File: src/inc/ast_pkg.sv
/*
 package for the asynchronous serial transceiver: register map, field positions,
 reset values and frame timing constants.
 assumes a 32-bit apb register bus, one aligned word per register.
*/
package ast_pkg;
   localparam int          DATA_W        = 8;
   localparam int          PAR_W         = 12;
   // printed offsets are not all multiples of four, so they are indexes
   localparam logic [7:0]  IDX_RXCTL     = 8'hF0;
   localparam logic [7:0]  IDX_TXCTL     = 8'hF1;
   localparam logic [7:0]  IDX_DIVIDER   = 8'hF2;
   localparam logic [7:0]  IDX_TXDATA    = 8'hF3;
   localparam logic [7:0]  IDX_RXDATA    = 8'hF4;
   localparam logic [7:0]  IDX_IRQCTL    = 8'hF5;
   localparam logic [11:0] ADDR_RXCTL    = {2'h0, IDX_RXCTL, 2'h0};
   localparam logic [11:0] ADDR_TXCTL    = {2'h0, IDX_TXCTL, 2'h0};
   localparam logic [11:0] ADDR_DIVIDER  = {2'h0, IDX_DIVIDER, 2'h0};
   localparam logic [11:0] ADDR_TXDATA   = {2'h0, IDX_TXDATA, 2'h0};
   localparam logic [11:0] ADDR_RXDATA   = {2'h0, IDX_RXDATA, 2'h0};
   localparam logic [11:0] ADDR_IRQCTL   = {2'h0, IDX_IRQCTL, 2'h0};
   // receive control fields
   localparam int          B_RX_EN       = 7;
   localparam int          B_RX_PEN      = 6;
   localparam int          B_RX_PFMT     = 5;
   localparam int          B_RX_PERR     = 4;
   localparam int          B_RX_FERR     = 3;
   localparam int          B_PRESC_HI    = 2;
   // transmit control fields
   localparam int          B_TX_EN       = 7;
   localparam int          B_TX_PEN      = 6;
   localparam int          B_TX_PFMT     = 5;
   localparam int          B_TX_BRK      = 4;
   localparam int          B_RX_BUSY     = 3;
   localparam int          B_TX_BUSY     = 2;
   // interrupt control fields
   localparam int          B_RX_IEN      = 0;
   localparam int          B_TX_IEN      = 1;
   localparam int          B_RX_REQ      = 2;
   localparam int          B_TX_REQ      = 3;
   localparam logic [7:0]  RESET_BYTE    = 8'h00;
   localparam logic [3:0]  BREAK_BITS    = 4'h0;
   localparam int          BREAK_PERIODS = 25;
   localparam logic [4:0]  BREAK_LAST    = 5'(BREAK_PERIODS - 1);
   localparam logic [3:0]  DATA_BITS     = 4'h8;
   localparam logic [8:0]  DIV_FULL      = 9'h100;
   typedef enum logic [2:0] {
      AST_IDLE   = 3'b000,
      AST_START  = 3'b001,
      AST_DATA   = 3'b010,
      AST_PARITY = 3'b011,
      AST_STOP   = 3'b100,
      AST_BREAK  = 3'b101
   } ast_state_t;
endpackage

File: src/ast_core.sv
/*
 asynchronous serial transceiver with apb register file, prescaler, reload baud
 divider, frame transmitter with break, and frame receiver with error checks.
 assumes CLK is the high oscillator; receive pin synchronous to CLK.
*/
// The implementer's own choice: the APB interface to the registers.
`timescale 1ns/1ps
module ast_core
   import ast_pkg::*;
(
   input  wire logic               CLK,
   input  wire logic               RESET,
   input  wire logic               PSEL,
   input  wire logic               PENABLE,
   input  wire logic               PWRITE,
   input  wire logic [11:0]        PADDR,
   input  wire logic [31:0]        PWDATA,
   output logic      [31:0]        PRDATA,
   output logic                    PREADY,
   output logic                    PSLVERR,
   input  wire logic               RX_PIN,
   input  wire logic               GPIO_TX_OUT,
   input  wire logic               GPIO_TX_OE,
   output logic                    TX_PIN_OUT,
   output logic                    TX_PIN_OE,
   output logic                    RX_SERIAL_MODE,
   output logic                    RX_IRQ,
   output logic                    TX_IRQ
);
   import ast_pkg::*;

   ////////////////////////////////////////////////////////////////////////////////
   // registers
   logic [7:0] rx_ctl;
   logic [7:0] tx_ctl;
   logic [7:0] baud_divider_value;
   logic [7:0] tx_data_buffer;
   logic [7:0] rx_data_buffer;
   logic       rx_irq_enable;
   logic       tx_irq_enable;
   logic       rx_request_flag;
   logic       tx_request_flag;
   logic       send_break_bit;
   logic       parity_error_flag;
   logic       frame_error_flag;

   logic wr;
   logic rd;
   assign wr      = PSEL && PENABLE && PWRITE;
   assign rd      = PSEL && !PENABLE && !PWRITE;
   assign PREADY  = 1'b1;
   assign PSLVERR = 1'b0;

   logic rx_enable_bit;
   logic tx_enable_bit;
   logic rx_parity_enable;
   logic rx_parity_format;
   logic tx_parity_enable;
   logic tx_parity_format;
   logic [2:0] prescale_select;
   assign rx_enable_bit    = rx_ctl[B_RX_EN];
   assign rx_parity_enable = rx_ctl[B_RX_PEN];
   assign rx_parity_format = rx_ctl[B_RX_PFMT];
   assign prescale_select  = rx_ctl[B_PRESC_HI:0];
   assign tx_enable_bit    = tx_ctl[B_TX_EN];
   assign tx_parity_enable = tx_ctl[B_TX_PEN];
   assign tx_parity_format = tx_ctl[B_TX_PFMT];

   // events from the engines
   logic tx_done;
   logic rx_done;
   logic rx_perr;
   logic rx_ferr;
   logic [7:0] rx_shift;
   logic tx_busy_flag;
   logic rx_busy_flag;

   always_ff @(posedge CLK or posedge RESET) begin
      if (RESET) begin
         rx_ctl             <= RESET_BYTE;
         tx_ctl             <= RESET_BYTE;
         baud_divider_value <= RESET_BYTE;
         tx_data_buffer     <= RESET_BYTE;
         rx_irq_enable      <= 1'b0;
         tx_irq_enable      <= 1'b0;
      end else if (wr) begin
         unique case (PADDR)
            ADDR_RXCTL:   rx_ctl <= PWDATA[7:0];
            ADDR_TXCTL:   tx_ctl <= PWDATA[7:0];
            ADDR_DIVIDER: baud_divider_value <= PWDATA[7:0];
            ADDR_TXDATA:  tx_data_buffer <= PWDATA[7:0];
            ADDR_IRQCTL: begin
               rx_irq_enable <= PWDATA[B_RX_IEN];
               tx_irq_enable <= PWDATA[B_TX_IEN];
            end
            default: ;
         endcase
      end
   end

   // sticky flags: hardware set wins over a software clear in the same cycle
   always_ff @(posedge CLK or posedge RESET) begin
      if (RESET) begin
         rx_request_flag <= 1'b0;
         tx_request_flag <= 1'b0;
      end else begin
         if (rx_done)
            rx_request_flag <= 1'b1;
         else if (wr && PADDR == ADDR_IRQCTL)
            rx_request_flag <= PWDATA[B_RX_REQ];
         if (tx_done)
            tx_request_flag <= 1'b1;
         else if (wr && PADDR == ADDR_IRQCTL)
            tx_request_flag <= PWDATA[B_TX_REQ];
      end
   end

   always_ff @(posedge CLK or posedge RESET) begin
      if (RESET) begin
         parity_error_flag <= 1'b0;
         frame_error_flag  <= 1'b0;
         rx_data_buffer    <= RESET_BYTE;
      end else if (rx_done) begin
         parity_error_flag <= rx_perr;
         frame_error_flag  <= rx_ferr;
         rx_data_buffer    <= rx_shift;
      end else if (wr && PADDR == ADDR_RXCTL) begin
         parity_error_flag <= PWDATA[B_RX_PERR];
         frame_error_flag  <= PWDATA[B_RX_FERR];
      end else if (wr && PADDR == ADDR_RXDATA) begin
         rx_data_buffer    <= PWDATA[7:0];
      end
   end

   logic tx_kick;
   logic brk_kick;
   assign tx_kick  = wr && PADDR == ADDR_TXDATA && tx_enable_bit;
   assign brk_kick = wr && PADDR == ADDR_TXCTL && PWDATA[B_TX_EN] && PWDATA[B_TX_BRK];

   always_ff @(posedge CLK or posedge RESET) begin
      if (RESET)
         send_break_bit <= 1'b0;
      else if (tx_done)
         send_break_bit <= 1'b0;
      else if (brk_kick)
         send_break_bit <= 1'b1;
   end

   always_ff @(posedge CLK or posedge RESET) begin
      if (RESET)
         PRDATA <= 32'h0000_0000;
      else if (rd) begin
         unique case (PADDR)
            ADDR_RXCTL:   PRDATA <= {24'h0, rx_enable_bit, rx_parity_enable,
                                     rx_parity_format, parity_error_flag,
                                     frame_error_flag, prescale_select};
            ADDR_TXCTL:   PRDATA <= {24'h0, tx_enable_bit, tx_parity_enable,
                                     tx_parity_format, send_break_bit,
                                     rx_busy_flag, tx_busy_flag, 2'h0};
            ADDR_DIVIDER: PRDATA <= {24'h0, baud_divider_value};
            ADDR_TXDATA:  PRDATA <= {24'h0, tx_data_buffer};
            ADDR_RXDATA:  PRDATA <= {24'h0, rx_data_buffer};
            ADDR_IRQCTL:  PRDATA <= {28'h0, tx_request_flag, rx_request_flag,
                                     tx_irq_enable, rx_irq_enable};
            default:      PRDATA <= 32'h0000_0000;
         endcase
      end
   end

   assign RX_IRQ = rx_irq_enable && rx_request_flag;
   assign TX_IRQ = tx_irq_enable && tx_request_flag;

   ////////////////////////////////////////////////////////////////////////////////
   // baud timing: each direction restarts its own prescaler and reload divider
   // when it leaves idle, so the start bit is a full bit and rx samples mid-bit;
   // a tick of the reload counter is half a bit, so a bit is two ticks
   localparam logic [7:0] DIV_TOP = 8'(DIV_FULL - 9'h001);
   logic [6:0] pre_mask;
   logic [1:0] dir_idle;
   logic [1:0] dir_tick;
   assign pre_mask = 7'((8'h01 << prescale_select) - 8'h01);

   // index 0 serves the transmitter, index 1 the receiver
   for (genvar g = 0; g < 2; g++) begin : g_baud
      logic [6:0] pre_cnt;
      logic [7:0] div_cnt;
      logic       pre_tick;
      assign pre_tick    = (pre_cnt & pre_mask) == pre_mask;
      assign dir_tick[g] = pre_tick && div_cnt == DIV_TOP;

      always_ff @(posedge CLK or posedge RESET) begin
         if (RESET) begin
            pre_cnt <= 7'h00;
            div_cnt <= RESET_BYTE;
         end else if (dir_idle[g]) begin
            pre_cnt <= 7'h00;
            div_cnt <= baud_divider_value;
         end else begin
            pre_cnt <= pre_cnt + 7'h01;
            if (pre_tick)
               div_cnt <= (div_cnt == DIV_TOP) ? baud_divider_value : div_cnt + 8'h01;
         end
      end
   end

   ////////////////////////////////////////////////////////////////////////////////
   // transmitter
   ast_state_t tx_state;
   logic [5:0] tx_half;
   logic [3:0] tx_bit;
   logic [7:0] tx_shift;
   logic       tx_line;
   logic       tx_par;
   logic       tx_bit_end;
   assign tx_bit_end = dir_tick[0] && tx_half[0];
   assign tx_busy_flag = tx_state != AST_IDLE;

   always_ff @(posedge CLK or posedge RESET) begin
      if (RESET) begin
         tx_state <= AST_IDLE;
         tx_half  <= 6'h00;
         tx_bit   <= 4'h0;
         tx_shift <= RESET_BYTE;
         tx_line  <= 1'b1;
         tx_par   <= 1'b0;
         tx_done  <= 1'b0;
      end else begin
         tx_done <= 1'b0;
         if (dir_tick[0])
            tx_half <= tx_half + 6'h01;
         unique case (tx_state)
            AST_IDLE: begin
               tx_line <= 1'b1;
               tx_half <= 6'h00;
               if (tx_kick) begin
                  tx_state <= AST_START;
                  tx_shift <= PWDATA[7:0];
                  tx_par   <= ^PWDATA[7:0] ^ tx_parity_format;
                  tx_line  <= 1'b0;
               end else if (brk_kick) begin
                  tx_state <= AST_BREAK;
                  tx_line  <= 1'b0;
               end
            end
            AST_START: if (tx_bit_end) begin
               tx_state <= AST_DATA;
               tx_bit   <= 4'h0;
               tx_line  <= tx_shift[0];
               tx_shift <= tx_shift >> 1;
            end
            AST_DATA: if (tx_bit_end) begin
               tx_bit <= tx_bit + 4'h1;
               if (tx_bit == DATA_BITS - 4'h1) begin
                  tx_state <= tx_parity_enable ? AST_PARITY : AST_STOP;
                  tx_line  <= tx_parity_enable ? tx_par : 1'b1;
               end else begin
                  tx_line  <= tx_shift[0];
                  tx_shift <= tx_shift >> 1;
               end
            end
            AST_PARITY: if (tx_bit_end) begin
               tx_state <= AST_STOP;
               tx_line  <= 1'b1;
            end
            AST_STOP: if (tx_bit_end) begin
               tx_state <= AST_IDLE;
               tx_done  <= 1'b1;
            end
            AST_BREAK: if (dir_tick[0] && tx_half == {BREAK_LAST, 1'b1}) begin
               tx_state <= AST_IDLE;
               tx_line  <= 1'b1;
               tx_done  <= 1'b1;
            end
            default: tx_state <= AST_IDLE;
         endcase
      end
   end

   // pin goes back to its gpio drive when the transmitter is disabled
   assign TX_PIN_OUT     = tx_enable_bit ? tx_line : GPIO_TX_OUT;
   assign TX_PIN_OE      = tx_enable_bit ? 1'b1 : GPIO_TX_OE;
   assign RX_SERIAL_MODE = rx_enable_bit;

   ////////////////////////////////////////////////////////////////////////////////
   // receiver
   ast_state_t rx_state;
   logic [4:0] rx_half;
   logic [3:0] rx_bit;
   logic       rx_prev;
   logic       rx_mid;
   logic       rx_bit_end;
   assign rx_mid     = dir_tick[1] && !rx_half[0];
   assign rx_bit_end = dir_tick[1] && rx_half[0];
   assign rx_busy_flag = rx_state != AST_IDLE;
   assign dir_idle   = {rx_state == AST_IDLE, tx_state == AST_IDLE};

   always_ff @(posedge CLK or posedge RESET) begin
      if (RESET) begin
         rx_state <= AST_IDLE;
         rx_half  <= 5'h00;
         rx_bit   <= 4'h0;
         rx_prev  <= 1'b1;
         rx_shift <= RESET_BYTE;
         rx_perr  <= 1'b0;
         rx_ferr  <= 1'b0;
         rx_done  <= 1'b0;
      end else begin
         rx_prev <= RX_PIN;
         rx_done <= 1'b0;
         if (dir_tick[1])
            rx_half <= rx_half + 5'h01;
         unique case (rx_state)
            AST_IDLE: begin
               rx_half <= 5'h00;
               if (rx_enable_bit && rx_prev && !RX_PIN) begin
                  rx_state <= AST_START;
                  rx_ferr  <= 1'b0;
                  rx_perr  <= 1'b0;
               end
            end
            AST_START: begin
               if (rx_mid && RX_PIN)
                  rx_ferr <= 1'b1;
               if (rx_bit_end) begin
                  rx_state <= AST_DATA;
                  rx_bit   <= 4'h0;
               end
            end
            AST_DATA: begin
               if (rx_mid)
                  rx_shift <= {RX_PIN, rx_shift[7:1]};
               if (rx_bit_end) begin
                  rx_bit <= rx_bit + 4'h1;
                  if (rx_bit == DATA_BITS - 4'h1)
                     rx_state <= rx_parity_enable ? AST_PARITY : AST_STOP;
               end
            end
            AST_PARITY: begin
               if (rx_mid)
                  rx_perr <= (^rx_shift ^ rx_parity_format) != RX_PIN;
               if (rx_bit_end)
                  rx_state <= AST_STOP;
            end
            AST_STOP: if (rx_mid) begin
               // a low stop bit is a frame error; a break lands here too
               rx_ferr  <= rx_ferr | !RX_PIN;
               rx_state <= RX_PIN ? AST_IDLE : AST_BREAK;
               rx_done  <= RX_PIN;
            end
            AST_BREAK: if (RX_PIN) begin
               // wait for the line to recover before hunting the next start
               rx_state <= AST_IDLE;
               rx_done  <= 1'b1;
            end
            default: rx_state <= AST_IDLE;
         endcase
      end
   end
endmodule

File: config.mk
export PLATFORM = sky130hd
export DESIGN_NAME = ast_core
export DESIGN_NICKNAME = d
export VERILOG_FILES = /design/src/inc/ast_pkg.sv /design/src/ast_core.sv
export SDC_FILE = /design/constraint.sdc
export NUM_CORES = 1
export LEC_CHECK = 0
export BUFFER_PORTS_ARGS = -buffer_cell sky130_fd_sc_hd__buf_2
export CORE_AREA = 3 3 124 126
export DETAILED_ROUTE_END_ITERATION = 6
export DIE_AREA = 0 0 127 129
export PLACE_DENSITY = 0.73
export SETUP_SLACK_MARGIN = 0.02
export SYNTH_ARGS = -nofsm -noshare
export SYNTH_HDL_FRONTEND = slang
export SYNTH_SLANG_ARGS = --single-unit
export TNS_END_PERCENT = 5
File: constraint.sdc
create_clock -name CLK -period 4.2 [get_ports CLK]
set_input_delay 1.26 -clock CLK [delete_from_list [all_inputs] [get_ports CLK]]
set_output_delay 1.26 -clock CLK [all_outputs]
set_load 0.01 [all_outputs]
==> summary.md, run 1 <==
| Metric | Value |
|---|---|
| Vias in the first global route | `5535` |
| Setup WS post-layout | `0.8703 ns` |
| Ys flop type | `dfrtp_1` |
| Layout cell share with drive strength beyond 1 | `19.53%` |
| Yosys warning count | `0` |
| Worst reg2reg endpoint | `rx_shift[1]$_DFFE_PP0P_` |
| Fmax achieved | `300.3 MHz` |
| Reg clk slew, reported paths | `0.06 ns` |
| DRT Wirelength | `17060 µm` |
| Syn avg cell area | `9.732 µm²` |
| Sequential element share of the synthesized area | `43.07%` |
| Startpoint types | `flop` |
| Post-synthesis simple-gate area fraction | `17.76%` |
| Largest family of logic cells by synthesized area | `simple AND/OR/NAND/NOR gates` |
| Crit Reg-Reg Startpoint | `rx_ctl[2]$_DFFE_PP0P_` |
| Synth Area in Adders | `1.587%` |
| Synth Instances | `729` |
| P_sw | `648.4 µW` |
| Clock buffer depth | `2` |
| Clk sinks | `122` |
| Total Routing Usage GR | `21.21%` |
| Area grow syn2layout | `12.77%` |
| CP Class | `flop to flop` |
| Compound-Gate Fraction of Synth Area | `15.52%` |
| Post-Synth XOR/XNOR Area | `3.704%` |
| Number of flops mapped to enable cells by yosys | `0` |
| Via count | `5737` |
| Die height | `129 µm` |
| Largest fanout on the critical path | `14` |
| Final hold vios | `0` |
| R2R setup slack | `0.87 ns` |
| Combinational share of power | `4.8%` |
| Worst Hold End | `g_baud[1].pre_cnt[0]$_DFF_PP0_` |
| Die width | `127 µm` |
| I/O Pins | `91` |
| Footprint of the multi-input gates | `3732 µm²` |
| CP Data Arrival Time | `3.64 ns` |
| Initial antenna violation count | `0` |
| First-pass GRT wire length | `27790 µm` |
| Antenna fix cells | `0` |
| Crit. End Element | `flop` |
| GPL Wtd Cong | `0.9001` |
| Number of library cell types mapped by synthesis | `79` |
| Starting density of the core | `49.18%` |
| Status | `finished, final reports clean` |
| R2R cell count | `9` |
| Max-Cap Viols | `0` |
| Critical Path RT | `4.51 ns` |
| Register bit total from synthesis | `122` |
| H-tree levels | `4` |
| Number of fill cells in the layout | `1232` |
| # DRC | `0` |
| Layout Nets | `821` |
| Worst skew pair latency | `0.42 ns` |
| Site Rows | `44` |
| Max Slew Vio Count | `0` |
| Lkg Pwr | `3.470 nW` |
| TritonRoute pass-1 iters | `5` |
| Final min period | `3.330 ns` |
| Post-CTS sizing | `0` |
| Clock Skews | `0.007119 ns` |
| Power Internal | `2.316 mW` |
| Power per cell area | `370.5 nW/µm²` |
| Hold Crit Class | `flop to flop` |
| Slew at the pin closest to its max-slew limit | `0.8599 ns` |
| Iteration-0 DRC Markers | `455` |
| Place WS | `0.7448 ns` |
| TritonCTS Buffers | `17` |
| GR Overflow Total | `0` |
| Final TNS setup | `0 ns` |
| Register area | `3055 µm²` |
| Sequential Power Share | `41.2%` |
| Sw Ratio | `21.87%` |
| Cell Area, Synth | `7094 µm²` |
| CTS tree | `built` |
| Buffer count from post-CTS setup fixing | `0` |
| RSZ-0062 raised after global routing | `false` |
| Placed Cells | `925` |
| # hold bufs at CTS | `0` |
| Clock root cell | `clkbuf_16` |
| IO Port Bufs | `40` |
| Maximum vdd drop | `0.0003237 V` |
| Hold Crit Start | `g_baud[1].pre_cnt[0]$_DFF_PP0_` |
| Antenna Nets Post-Route | `0` |
| Clk network pwr share | `54.0%` |
| Final setup fails | `0` |
| Routed wire per std cell | `17.82 µm` |
| Non-Filler Instances | `957` |
| Die ar. | `16380 µm²` |
| Worst Hold Path Cells | `1` |
| Post-synthesis mux area share | `12.52%` |
| Max_slew headroom | `42.67%` |
| Detail Placement HPWL | `11920 µm` |
| Period utilization | `79.28%` |
| Vias per Instance | `5.995` |
| Core ar. | `14420 µm²` |
| Post-synth ARST share | `100.0%` |
| Largest net degree at the start of global routing | `61` |
[registers in the layout, summed over array words and instances, names as in the netlist, 3 cells and up]
| name | flops |
|---|---|
| rx_shift | 8 |
| rx_data_buffer | 8 |
| tx_bit | 4 |
| g_baud.div_cnt | 16 |
| tx_state | 3 |
| tx_ctl | 3 |
| rx_state | 3 |
| PRDATA | 8 |
| tx_data_buffer | 8 |
| baud_divider_value | 8 |
| tx_shift | 8 |
| rx_ctl | 6 |
| rx_bit | 4 |
| g_baud.pre_cnt | 14 |
| tx_half | 6 |
[cell usage after synthesis (all sizes together) (10+ instances only)]
master	number	area (µm²)
inv	17	63.81
clkbuf	25	93.84
nand2	69	259.0
a21oi	32	163.9
xnor2	22	192.7
o21ai	43	226.5
nor2	66	247.7
mux2i	28	280.3
nand3	25	125.1
nor3	19	122.6
dfrtp	120	3003
mux2	50	563.0
a31oi	10	62.56
buf	34	241.5
[through the flow]
step           power, mW  hold slack (ns)  instance area [µm²]  util [%]
3_5_place_dp       1.383           0.4588                 7358     51.01
6_report           2.964           0.4795                 8000     55.46
4_1_cts            2.985           0.4721                 8000     55.46
3_3_place_gp       1.376           0.4585                 7358     51.01
5_1_grt            3.047           0.4800                 8000     55.46
2_1_floorplan      1.348           0.4044                 7188         -
[critical path, stage by stage, from the launching register on]
cell and delay, ns:
dfrtp_1 0.59, nor3_4 0.28, inv_1 0.07, ha_1 0.30, and4b_1 0.21, o21ai_0 0.20
o2111ai_2 0.32, nor4_4 0.43, and3_1 0.42, mux2_2 0.39
[routing by layer]
metal	up-vias	GRT usage, %	part of all wire, %
met2	207	33.75	48
li1	2673	-	-
met1	2827	28.34	44
met3	30	4.691	6.2
met5	-	0	0
met4	0	8.580	2.0
[power by group through the flow]
stage	logic [mW]	clock network, mW	registers (mW)
floorplan	0.114	0	1.23
global placement	0.137	0	1.24
detailed placement	0.142	0	1.24
CTS	0.144	1.62	1.22
global route	0.162	1.66	1.22
finish	0.143	1.60	1.22
[cell type report]
cell class                      count  share of cell area, %
Inverter                           19                 0.9384
Clock buffer                       20                  5.583
Multi-Input combinational cell    553                  46.65
Timing Repair Buffer               47                  3.316
Sequential cell                   122                  38.19
Clock inverter                     12                  2.440
Tap cell                          184                  2.878
[cell usage in the layout, fill, tap and decap left out, types with 14 or more instances in the layout]
cell type | Yosys | final
a21oi_1 | 31 | 31
buf_2 | 4 | 40
clkbuf_16 | 0 | 17
conb_1 | 2 | 26
dfrtp_1 | 120 | 120
inv_1 | 17 | 16
mux2_2 | 50 | 50
mux2i_1 | 28 | 28
nand2_1 | 69 | 69
nand3_1 | 25 | 25
nor2_1 | 66 | 66
nor3_1 | 16 | 14
o21ai_0 | 39 | 39
xnor2_1 | 22 | 22
[worst max-delay path by stage]
| stage | from | end | slack (ns) |
|---|---|---|---|
| 5_1_grt | rx_ctl[2]$_DFFE_PP0P_ | rx_shift[7]$_DFFE_PP0P_ | 0.66 |
| 3_5_place_dp | PADDR[0] | tx_data_buffer[0]$_DFFE_PP0P_ | 0.74 |
| 6_report | rx_ctl[2]$_DFFE_PP0P_ | rx_shift[1]$_DFFE_PP0P_ | 0.87 |
| 4_1_cts | rx_ctl[2]$_DFFE_PP0P_ | rx_shift[4]$_DFFE_PP0P_ | 0.88 |
| 3_3_place_gp | PADDR[0] | tx_data_buffer[6]$_DFFE_PP0P_ | 0.83 |
| 2_1_floorplan | PADDR[5] | rx_ctl[0]$_DFFE_PP0P_ | 1.01 |
[cell families after synthesis]
kind of cell,Yosys count
AO/OA/AOI/OAI,160
adder cells (fa/ha/maj),9
XOR/XNOR,30
other,2
buffers and inverters,78
flip-flops,122
AND/OR/NAND/NOR,248
multiplexers,80
Note: power is estimated with default switching activity, not from simulation.
==> run 2: changes to the inputs <==
--- a/config.mk
+++ b/config.mk
@@ -9,7 +9,7 @@
 export CORE_AREA = 3 3 124 126
 export DETAILED_ROUTE_END_ITERATION = 6
 export DIE_AREA = 0 0 127 129
-export PLACE_DENSITY = 0.73
+export PLACE_DENSITY = 0.7
 export SETUP_SLACK_MARGIN = 0.02
 export SYNTH_ARGS = -nofsm -noshare
 export SYNTH_HDL_FRONTEND = slang
==> constraint.sdc (replaced) <==
create_clock -name CLK -period 3.34 [get_ports CLK]
set_input_delay 1.002 -clock CLK [delete_from_list [all_inputs] [get_ports CLK]]
set_output_delay 1.002 -clock CLK [all_outputs]
set_load 0.01 [all_outputs]
==> summary.md, run 2 (synthesized netlist as in run 1, its figures left out) <==
| Metric | Value |
|---|---|
| Status | `finished, final reports clean` |
| Critical Path RT | `3.65 ns (-0.86 ns)` |
| GR Overflow Total | `0 (unchanged)` |
| Setup WS post-layout | `0.2245 ns (-0.6458 ns)` |
| Commonest non-fill, non-tap cell in the layout | `dfrtp_1` |
| Critical path's largest stage delay | `0.54 ns (-0.05 ns)` |
| Initial antenna violation count | `0 (unchanged)` |
| Largest fanout on the critical path | `10 (-4)` |
| Critical path, cell by cell | `nor3_4 > inv_1 > ha_1 > and2b_1 > a21bo_2 > o2bb2ai_1 > or3_1 > o21ai_4 > mux2_2` |
| Site Rows | `44 (unchanged)` |
| IO Port Bufs | `40 (unchanged)` |
| Place WS | `0.2072 ns (-0.5376 ns)` |
| Area grow syn2layout | `13.53%` |
| Final hold vios | `0 (unchanged)` |
| Layout Nets | `831 (+1.2%)` |
| Max Slew Vio Count | `0 (unchanged)` |
| TritonCTS Buffers | `17 (unchanged)` |
| Total Routing Usage GR | `21.03% (-0.19 points)` |
| Worst Hold Path Cells | `1 (unchanged)` |
| Largest net degree at the start of global routing | `123 (+100%)` |
| Startpoint types | `flop` |
| Reg with most FFs | `g_baud.div_cnt` |
| Lkg Pwr | `3.501 nW (+0.88%)` |
| Placed Cells | `935 (+1.1%)` |
| Vias in the first global route | `5491 (-0.79%)` |
| Final TNS setup | `0 ns (unchanged)` |
| Period utilization | `93.28% (+14 points)` |
| Crit Reg-Reg Startpoint | `rx_ctl[0]$_DFFE_PP0P_` |
| Hold Crit Start | `tx_done$_DFF_PP0_` |
| Routed wire per std cell | `17.59 µm (-1.3%)` |
| Clock buffer depth | `2 (unchanged)` |
| Worst Hold End | `send_break_bit$_DFFE_PP0P_` |
| Power Internal | `2.802 mW (+21%)` |
| H-tree levels | `4 (unchanged)` |
| Clock Skews | `0.01037 ns (+0.003250 ns)` |
| Layout cell share with drive strength beyond 1 | `20.82% (+1.3 points)` |
| Final total power | `3.623 mW (+22%)` |
| Hold slack final | `0.4569 ns (-0.02263 ns)` |
| Commonest cells after routing, fill and taps aside | `120 x dfrtp_1, 69 x nand2_1, 66 x nor2_1` |
| Worst skew pair latency | `0.42 ns (about the same)` |
| Fmax achieved | `321.0 MHz (+6.9%)` |
| Clk sinks | `122 (unchanged)` |
| TritonRoute pass-1 iters | `7 (+2)` |
| Non-Filler Instances | `967 (+1.0%)` |
| Final min period | `3.116 ns (-0.2142 ns)` |
| Antenna Nets Post-Route | `0 (unchanged)` |
| Hold Crit Class | `flop to flop` |
| RSZ-0062 raised after global routing | `false` |
| R2R setup slack | `0.22 ns (-0.65 ns)` |
| Sw Ratio | `22.66% (+0.79 points)` |
| DRT Wirelength | `17010 µm (-0.28%)` |
| Number of flip-flops in the largest register | `16 (unchanged)` |
| Maximum vdd drop | `0.0003536 V (+9.2%)` |
| Antenna fix cells | `0 (unchanged)` |
| Detail Placement HPWL | `11670 µm (-2.1%)` |
| # DRC | `0 (unchanged)` |
| Crit. End Element | `flop` |
| First-pass GRT wire length | `27520 µm (-0.94%)` |
| Slew at the pin closest to its max-slew limit | `0.7809 ns (-0.07897 ns)` |
| Combinational share of power | `4.9% (about the same)` |
| CP Data Arrival Time | `3.42 ns (-0.22 ns)` |
| Max_slew headroom | `47.59% (+4.9 points)` |
| Power per cell area | `449.8 nW/µm² (+21%)` |
| Vias per Instance | `5.927 (-1.1%)` |
| CTS tree | `built` |
| CP Class | `flop to flop` |
| Iteration-0 DRC Markers | `554 (+22%)` |
| P_sw | `820.9 µW (+27%)` |
| Die height | `129 µm (unchanged)` |
| GPL Wtd Cong | `0.8924 (-0.86%)` |
| R2R cell count | `9 (unchanged)` |
| Final setup fails | `0 (unchanged)` |
| CP Buf/Inv Count | `1 (unchanged)` |
| Sequential Power Share | `42.4% (+1.2 points)` |
| Core ar. | `14420 µm² (unchanged)` |
| Reg clk slew, reported paths | `0.06 ns (about the same)` |
| Via count | `5731 (-0.10%)` |
| Die width | `127 µm (unchanged)` |
| Crit path max-delay cell type | `dfrtp_1` |
| Critical Path Start | `rx_ctl[0]$_DFFE_PP0P_` |
| CP top delay family | `simple AND/OR/NAND/NOR gates` |
| Clock root cell | `clkbuf_16` |
| Max-Cap Viols | `0 (unchanged)` |
| Clk network pwr share | `52.7% (-1.3 points)` |
| Worst reg2reg endpoint | `tx_shift[3]$_DFFE_PP0P_` |
| Top flop regs | `g_baud.div_cnt (16), g_baud.pre_cnt (14)` |
| I/O Pins | `91 (unchanged)` |
| Starting density of the core | `49.18% (unchanged)` |
| Die ar. | `16380 µm² (unchanged)` |
-- run 2: changes by cell type in the layout (fill, tap and decap cells not counted), moves of 2 or more --
cell	previous run	this run
buf_4	6	16
bufinv_16	5	3
clkbuf_8	1	3
clkinvlp_4	2	4
-- run 2: worst max-delay path by stage --
stage               cells after the start                       to  slack (ns)
floorplan                               7    rx_ctl[0]$_DFFE_PP0P_        0.41
global placement                        6    rx_ctl[2]$_DFFE_PP0P_        0.25
detailed placement                      6    rx_ctl[7]$_DFFE_PP0P_        0.21
CTS                                     9  tx_shift[2]$_DFFE_PP0P_        0.28
global route                            9  tx_shift[3]$_DFFE_PP0P_         0.1
finish                                  9  tx_shift[3]$_DFFE_PP0P_        0.22
-- run 2: layout make-up --
type,count,area (µm²)
tap,184,230.2
multi-input combinational,553,3737
inverter,19,75.07
timing repair buffer,57,340.3
clock inverter,11,145.1
fill,1259,6370
sequential,122,3055
clock buffer,21,470.5
-- run 2: worst reg2reg max path, stage by stage (launching register included) --
cell and delay [ns]:
dfrtp_1 0.54, nor3_4 0.21, inv_1 0.06, ha_1 0.31
and2b_1 0.21, a21bo_2 0.23, o2bb2ai_1 0.25, or3_1 0.49
o21ai_4 0.32, mux2_2 0.38
-- run 2: power by group through the flow --
stage | registers, mW | clock network, mW | logic [mW]
after floorplan | 1.55 | 0 | 0.143
after global placement | 1.56 | 0 | 0.173
after detailed placement | 1.56 | 0 | 0.181
after CTS | 1.53 | 1.93 | 0.181
after global routing | 1.54 | 1.99 | 0.200
final | 1.54 | 1.91 | 0.179
-- run 2: through the flow --
stage | util [%] | area [µm²]
detailed placement | 51.54 | 7433
global route | 55.84 | 8054
finish | 55.84 | 8054
floorplan | - | 7188
CTS | 55.80 | 8049
global placement | 51.54 | 7433
-- run 2: layer usage --
layer,share of wire (%),vias up,global-route usage [%]
met4,1.7,0,6.057
met2,48,187,33.41
li1,-,2671,-
met3,5.2,31,4.981
met1,46,2842,28.96
met5,0,-,0
-- run 2: timing repair --
action | 4_1_cts | 5_1_grt
hold buffers | 0 | 0
setup endpoints to repair | 0 | 1
hold endpoints to repair | 0 | 0
setup buffers | 0 | 0
resized for setup | 0 | 1
==> run 3: changes to the inputs <==
--- a/config.mk
+++ b/config.mk
@@ -7,10 +7,12 @@
 export LEC_CHECK = 0
 export BUFFER_PORTS_ARGS = -buffer_cell sky130_fd_sc_hd__buf_2
 export CORE_AREA = 3 3 124 126
+export CTS_BUF_LIST = sky130_fd_sc_hd__clkbuf_2 sky130_fd_sc_hd__clkbuf_4 sky130_fd_sc_hd__clkbuf_8
 export DETAILED_ROUTE_END_ITERATION = 6
 export DIE_AREA = 0 0 127 129
 export PLACE_DENSITY = 0.7
-export SETUP_SLACK_MARGIN = 0.02
+export REMOVE_ABC_BUFFERS = 1
+export SETUP_SLACK_MARGIN = 0.15
 export SYNTH_ARGS = -nofsm -noshare
 export SYNTH_HDL_FRONTEND = slang
 export SYNTH_SLANG_ARGS = --single-unit
==> summary.md, run 3 (synthesized netlist as in run 1, its figures left out) <==
| Metric | Value |
|---|---|
| Status | `finished, final reports clean` |
| Top flop regs | `g_baud.div_cnt (16), g_baud.pre_cnt (14)` |
| Clk sinks | `122 (unchanged)` |
| Worst Hold End | `send_break_bit$_DFFE_PP0P_` |
| Worst skew pair latency | `0.45 ns (+0.03 ns)` |
| Cell Area, Placed | `7447 µm² (+0.19%)` |
| Final setup fails | `0 (unchanged)` |
| First-pass GRT wire length | `28010 µm (+1.8%)` |
| Clock buffer depth | `2 (unchanged)` |
| Critical Path RT | `3.67 ns (+0.02 ns)` |
| Routed wire per std cell | `17.16 µm (-2.4%)` |
| Largest fanout on the critical path | `9 (-1)` |
| CTS tree | `built` |
| DRT Wirelength | `16650 µm (-2.1%)` |
| GR peak layer | `met2` |
| # DRC | `0 (unchanged)` |
| Max-Cap Viols | `0 (unchanged)` |
| RSZ-0062 raised after global routing | `true` |
| Via count | `5726 (-0.087%)` |
| GR Util met3 | `4.898% (-0.083 points)` |
| Initial antenna violation count | `0 (unchanged)` |
| Power per cell area | `425.3 nW/µm² (-5.5%)` |
| GR Overflow Total | `0 (unchanged)` |
| GR Util met1 | `27.85% (-1.1 points)` |
| Max Slew Vio Count | `0 (unchanged)` |
| Post-route cell area | `7974 µm² (-0.99%)` |
| Die ar. | `16380 µm² (unchanged)` |
| H-tree levels | `4 (unchanged)` |
| Layout Nets | `834 (+0.36%)` |
| GPL Wtd Cong | `0.8838 (-0.96%)` |
| Hold Crit Class | `flop to flop` |
| Final core occ | `55.28% (-0.56 points)` |
| Total Routing Usage GR | `21.12% (+0.098 points)` |
| TritonCTS Buffers | `17 (unchanged)` |
| Maximum vdd drop | `0.0002710 V (-23%)` |
| Number of fill cells in the layout | `1260 (+0.079%)` |
| Footprint of the multi-input gates | `3745 µm² (+0.20%)` |
| Area grow syn2layout | `12.40%` |
| Clock Skews | `0.009623 ns (-0.0007451 ns)` |
| Max_slew headroom | `49.13% (+1.5 points)` |
| Final min period | `3.053 ns (-0.06281 ns)` |
| Site Rows | `44 (unchanged)` |
| Clock root cell | `clkbuf_8` |
| # hold bufs at CTS | `0 (unchanged)` |
| Layout cell share with drive strength beyond 1 | `21.25% (+0.43 points)` |
| Die width | `127 µm (unchanged)` |
| Starting density of the core | `49.18% (unchanged)` |
| Detail Placement HPWL | `11890 µm (+1.9%)` |
| Antenna fix cells | `0 (unchanged)` |
| Final hold vios | `0 (unchanged)` |
| Period utilization | `91.40% (-1.9 points)` |
| I/O Pins | `91 (unchanged)` |
| Number of flip-flops in the largest register | `16 (unchanged)` |
| Slew at the pin closest to its max-slew limit | `0.7580 ns (-0.02296 ns)` |
| Die height | `129 µm (unchanged)` |
| Crit. End Element | `flop` |
| Worst reg2reg endpoint | `rx_shift[7]$_DFFE_PP0P_` |
| Antenna Nets Post-Route | `0 (unchanged)` |
| Core ar. | `14420 µm² (unchanged)` |
| Reg clk slew, reported paths | `0.07 ns (about the same)` |
| Commonest non-fill, non-tap cell in the layout | `dfrtp_1` |
| Largest net degree at the start of global routing | `65 (-47%)` |
| Fmax achieved | `327.6 MHz (+2.1%)` |
| CP Class | `flop to flop` |
| CP Data Arrival Time | `3.38 ns (-0.04 ns)` |
| IO Port Bufs | `40 (unchanged)` |
| Worst Hold Path Cells | `1 (unchanged)` |
| Iteration-0 DRC Markers | `453 (-18%)` |
| Vias in the first global route | `5623 (+2.4%)` |
| Crit Reg-Reg Startpoint | `rx_ctl[2]$_DFFE_PP0P_` |
| Register area | `3055 µm² (unchanged)` |
| Hold Crit Start | `tx_done$_DFF_PP0_` |
| Commonest cells after routing, fill and taps aside | `120 x dfrtp_1, 69 x nand2_1, 66 x nor2_1` |
| R2R setup slack | `0.29 ns (+0.06 ns)` |
| Vias per Instance | `5.903 (-0.40%)` |
| R2R cell count | `9 (unchanged)` |
| GR Layer Usage met2 | `35.18% (+1.8 points)` |
| Startpoint types | `flop` |
| TritonRoute pass-1 iters | `5 (-2)` |
| Lkg Pwr | `3.479 nW (-0.63%)` |
| Reg with most FFs | `g_baud.div_cnt` |
==> run 3: changes by cell type in the layout (fill, tap and decap cells not counted), moves of 2 or more <==
cell,before,now
clkinvlp_4,4,2
clkbuf_16,17,0
buf_4,16,19
clkbuf_4,0,2
bufinv_16,3,7
clkbuf_8,3,18
==> run 3: cell type report <==
| cell class | count | share of cell area, % |
|---|---|---|
| inverters | 19 | 0.9258 |
| repair buffers | 60 | 4.550 |
| clock buffers | 20 | 3.295 |
| flip-flops and latches | 122 | 38.32 |
| multi-input cells | 553 | 46.96 |
| clock inverters | 12 | 3.060 |
| well taps | 184 | 2.887 |
==> run 3: where the power goes <==
group,switching [mW],leakage [nW],total (mW),internal [mW]
clock network,0.608,0.250,1.68,1.07
logic,0.111,1.65,0.176,0.0650
registers,0.0277,1.57,1.53,1.51
total,0.747,3.48,3.39,2.64
==> run 3: per-stage QoR <==
| step | power (mW) | std cells | hold slack, ns | TNS (ns) | worst slack (ns) |
|---|---|---|---|---|---|
| after global routing | 3.500 | 970 | 0.4622 | 0 | 0.1151 |
| after floorplan | 1.659 | 694 | 0.4044 | -108.21 | -0.9012 |
| after detailed placement | 1.736 | 937 | 0.4280 | 0 | 0.2245 |
| after CTS | 3.416 | 969 | 0.4344 | 0 | 0.2337 |
| final | 3.391 | 970 | 0.4418 | 0 | 0.2873 |
| after global placement | 1.731 | 937 | 0.4180 | 0 | 0.2601 |
==> run 3: per-layer routing <==
metal | vias to the layer above | part of all wire, %
met1 | 2816 | 44
met2 | 201 | 48
met4 | 0 | 1.3
li1 | 2688 | -
met3 | 21 | 6.3
met5 | - | 0
==> run 3: worst max path at each step <==
stage,from,to,slack (ns)
final,rx_ctl[2]$_DFFE_PP0P_,rx_shift[7]$_DFFE_PP0P_,0.29
after global routing,rx_ctl[2]$_DFFE_PP0P_,tx_half[5]$_DFFE_PP0P_,0.12
after CTS,rx_ctl[2]$_DFFE_PP0P_,tx_shift[0]$_DFFE_PP0P_,0.23
after detailed placement,PADDR[5],rx_ctl[5]$_DFFE_PP0P_,0.22
after global placement,PADDR[5],rx_ctl[0]$_DFFE_PP0P_,0.26
after floorplan,RESET,PRDATA[0]$_DFFE_PP0P_,-0.90
==> run 3: critical path, stage by stage (launching register included) <==
cell	delay [ns]
dfrtp_1	0.52
nor3_4	0.27
inv_1	0.07
ha_1	0.29
and2b_1	0.21
o21ai_0	0.31
a21oi_4	0.17
nor4_4	0.31
and3_1	0.41
mux2_2	0.38
==> run 3: repair_timing <==
item	CTS	global route
resized for setup	0	2
endpoints found under the setup margin	0	20
buffers inserted	0	1
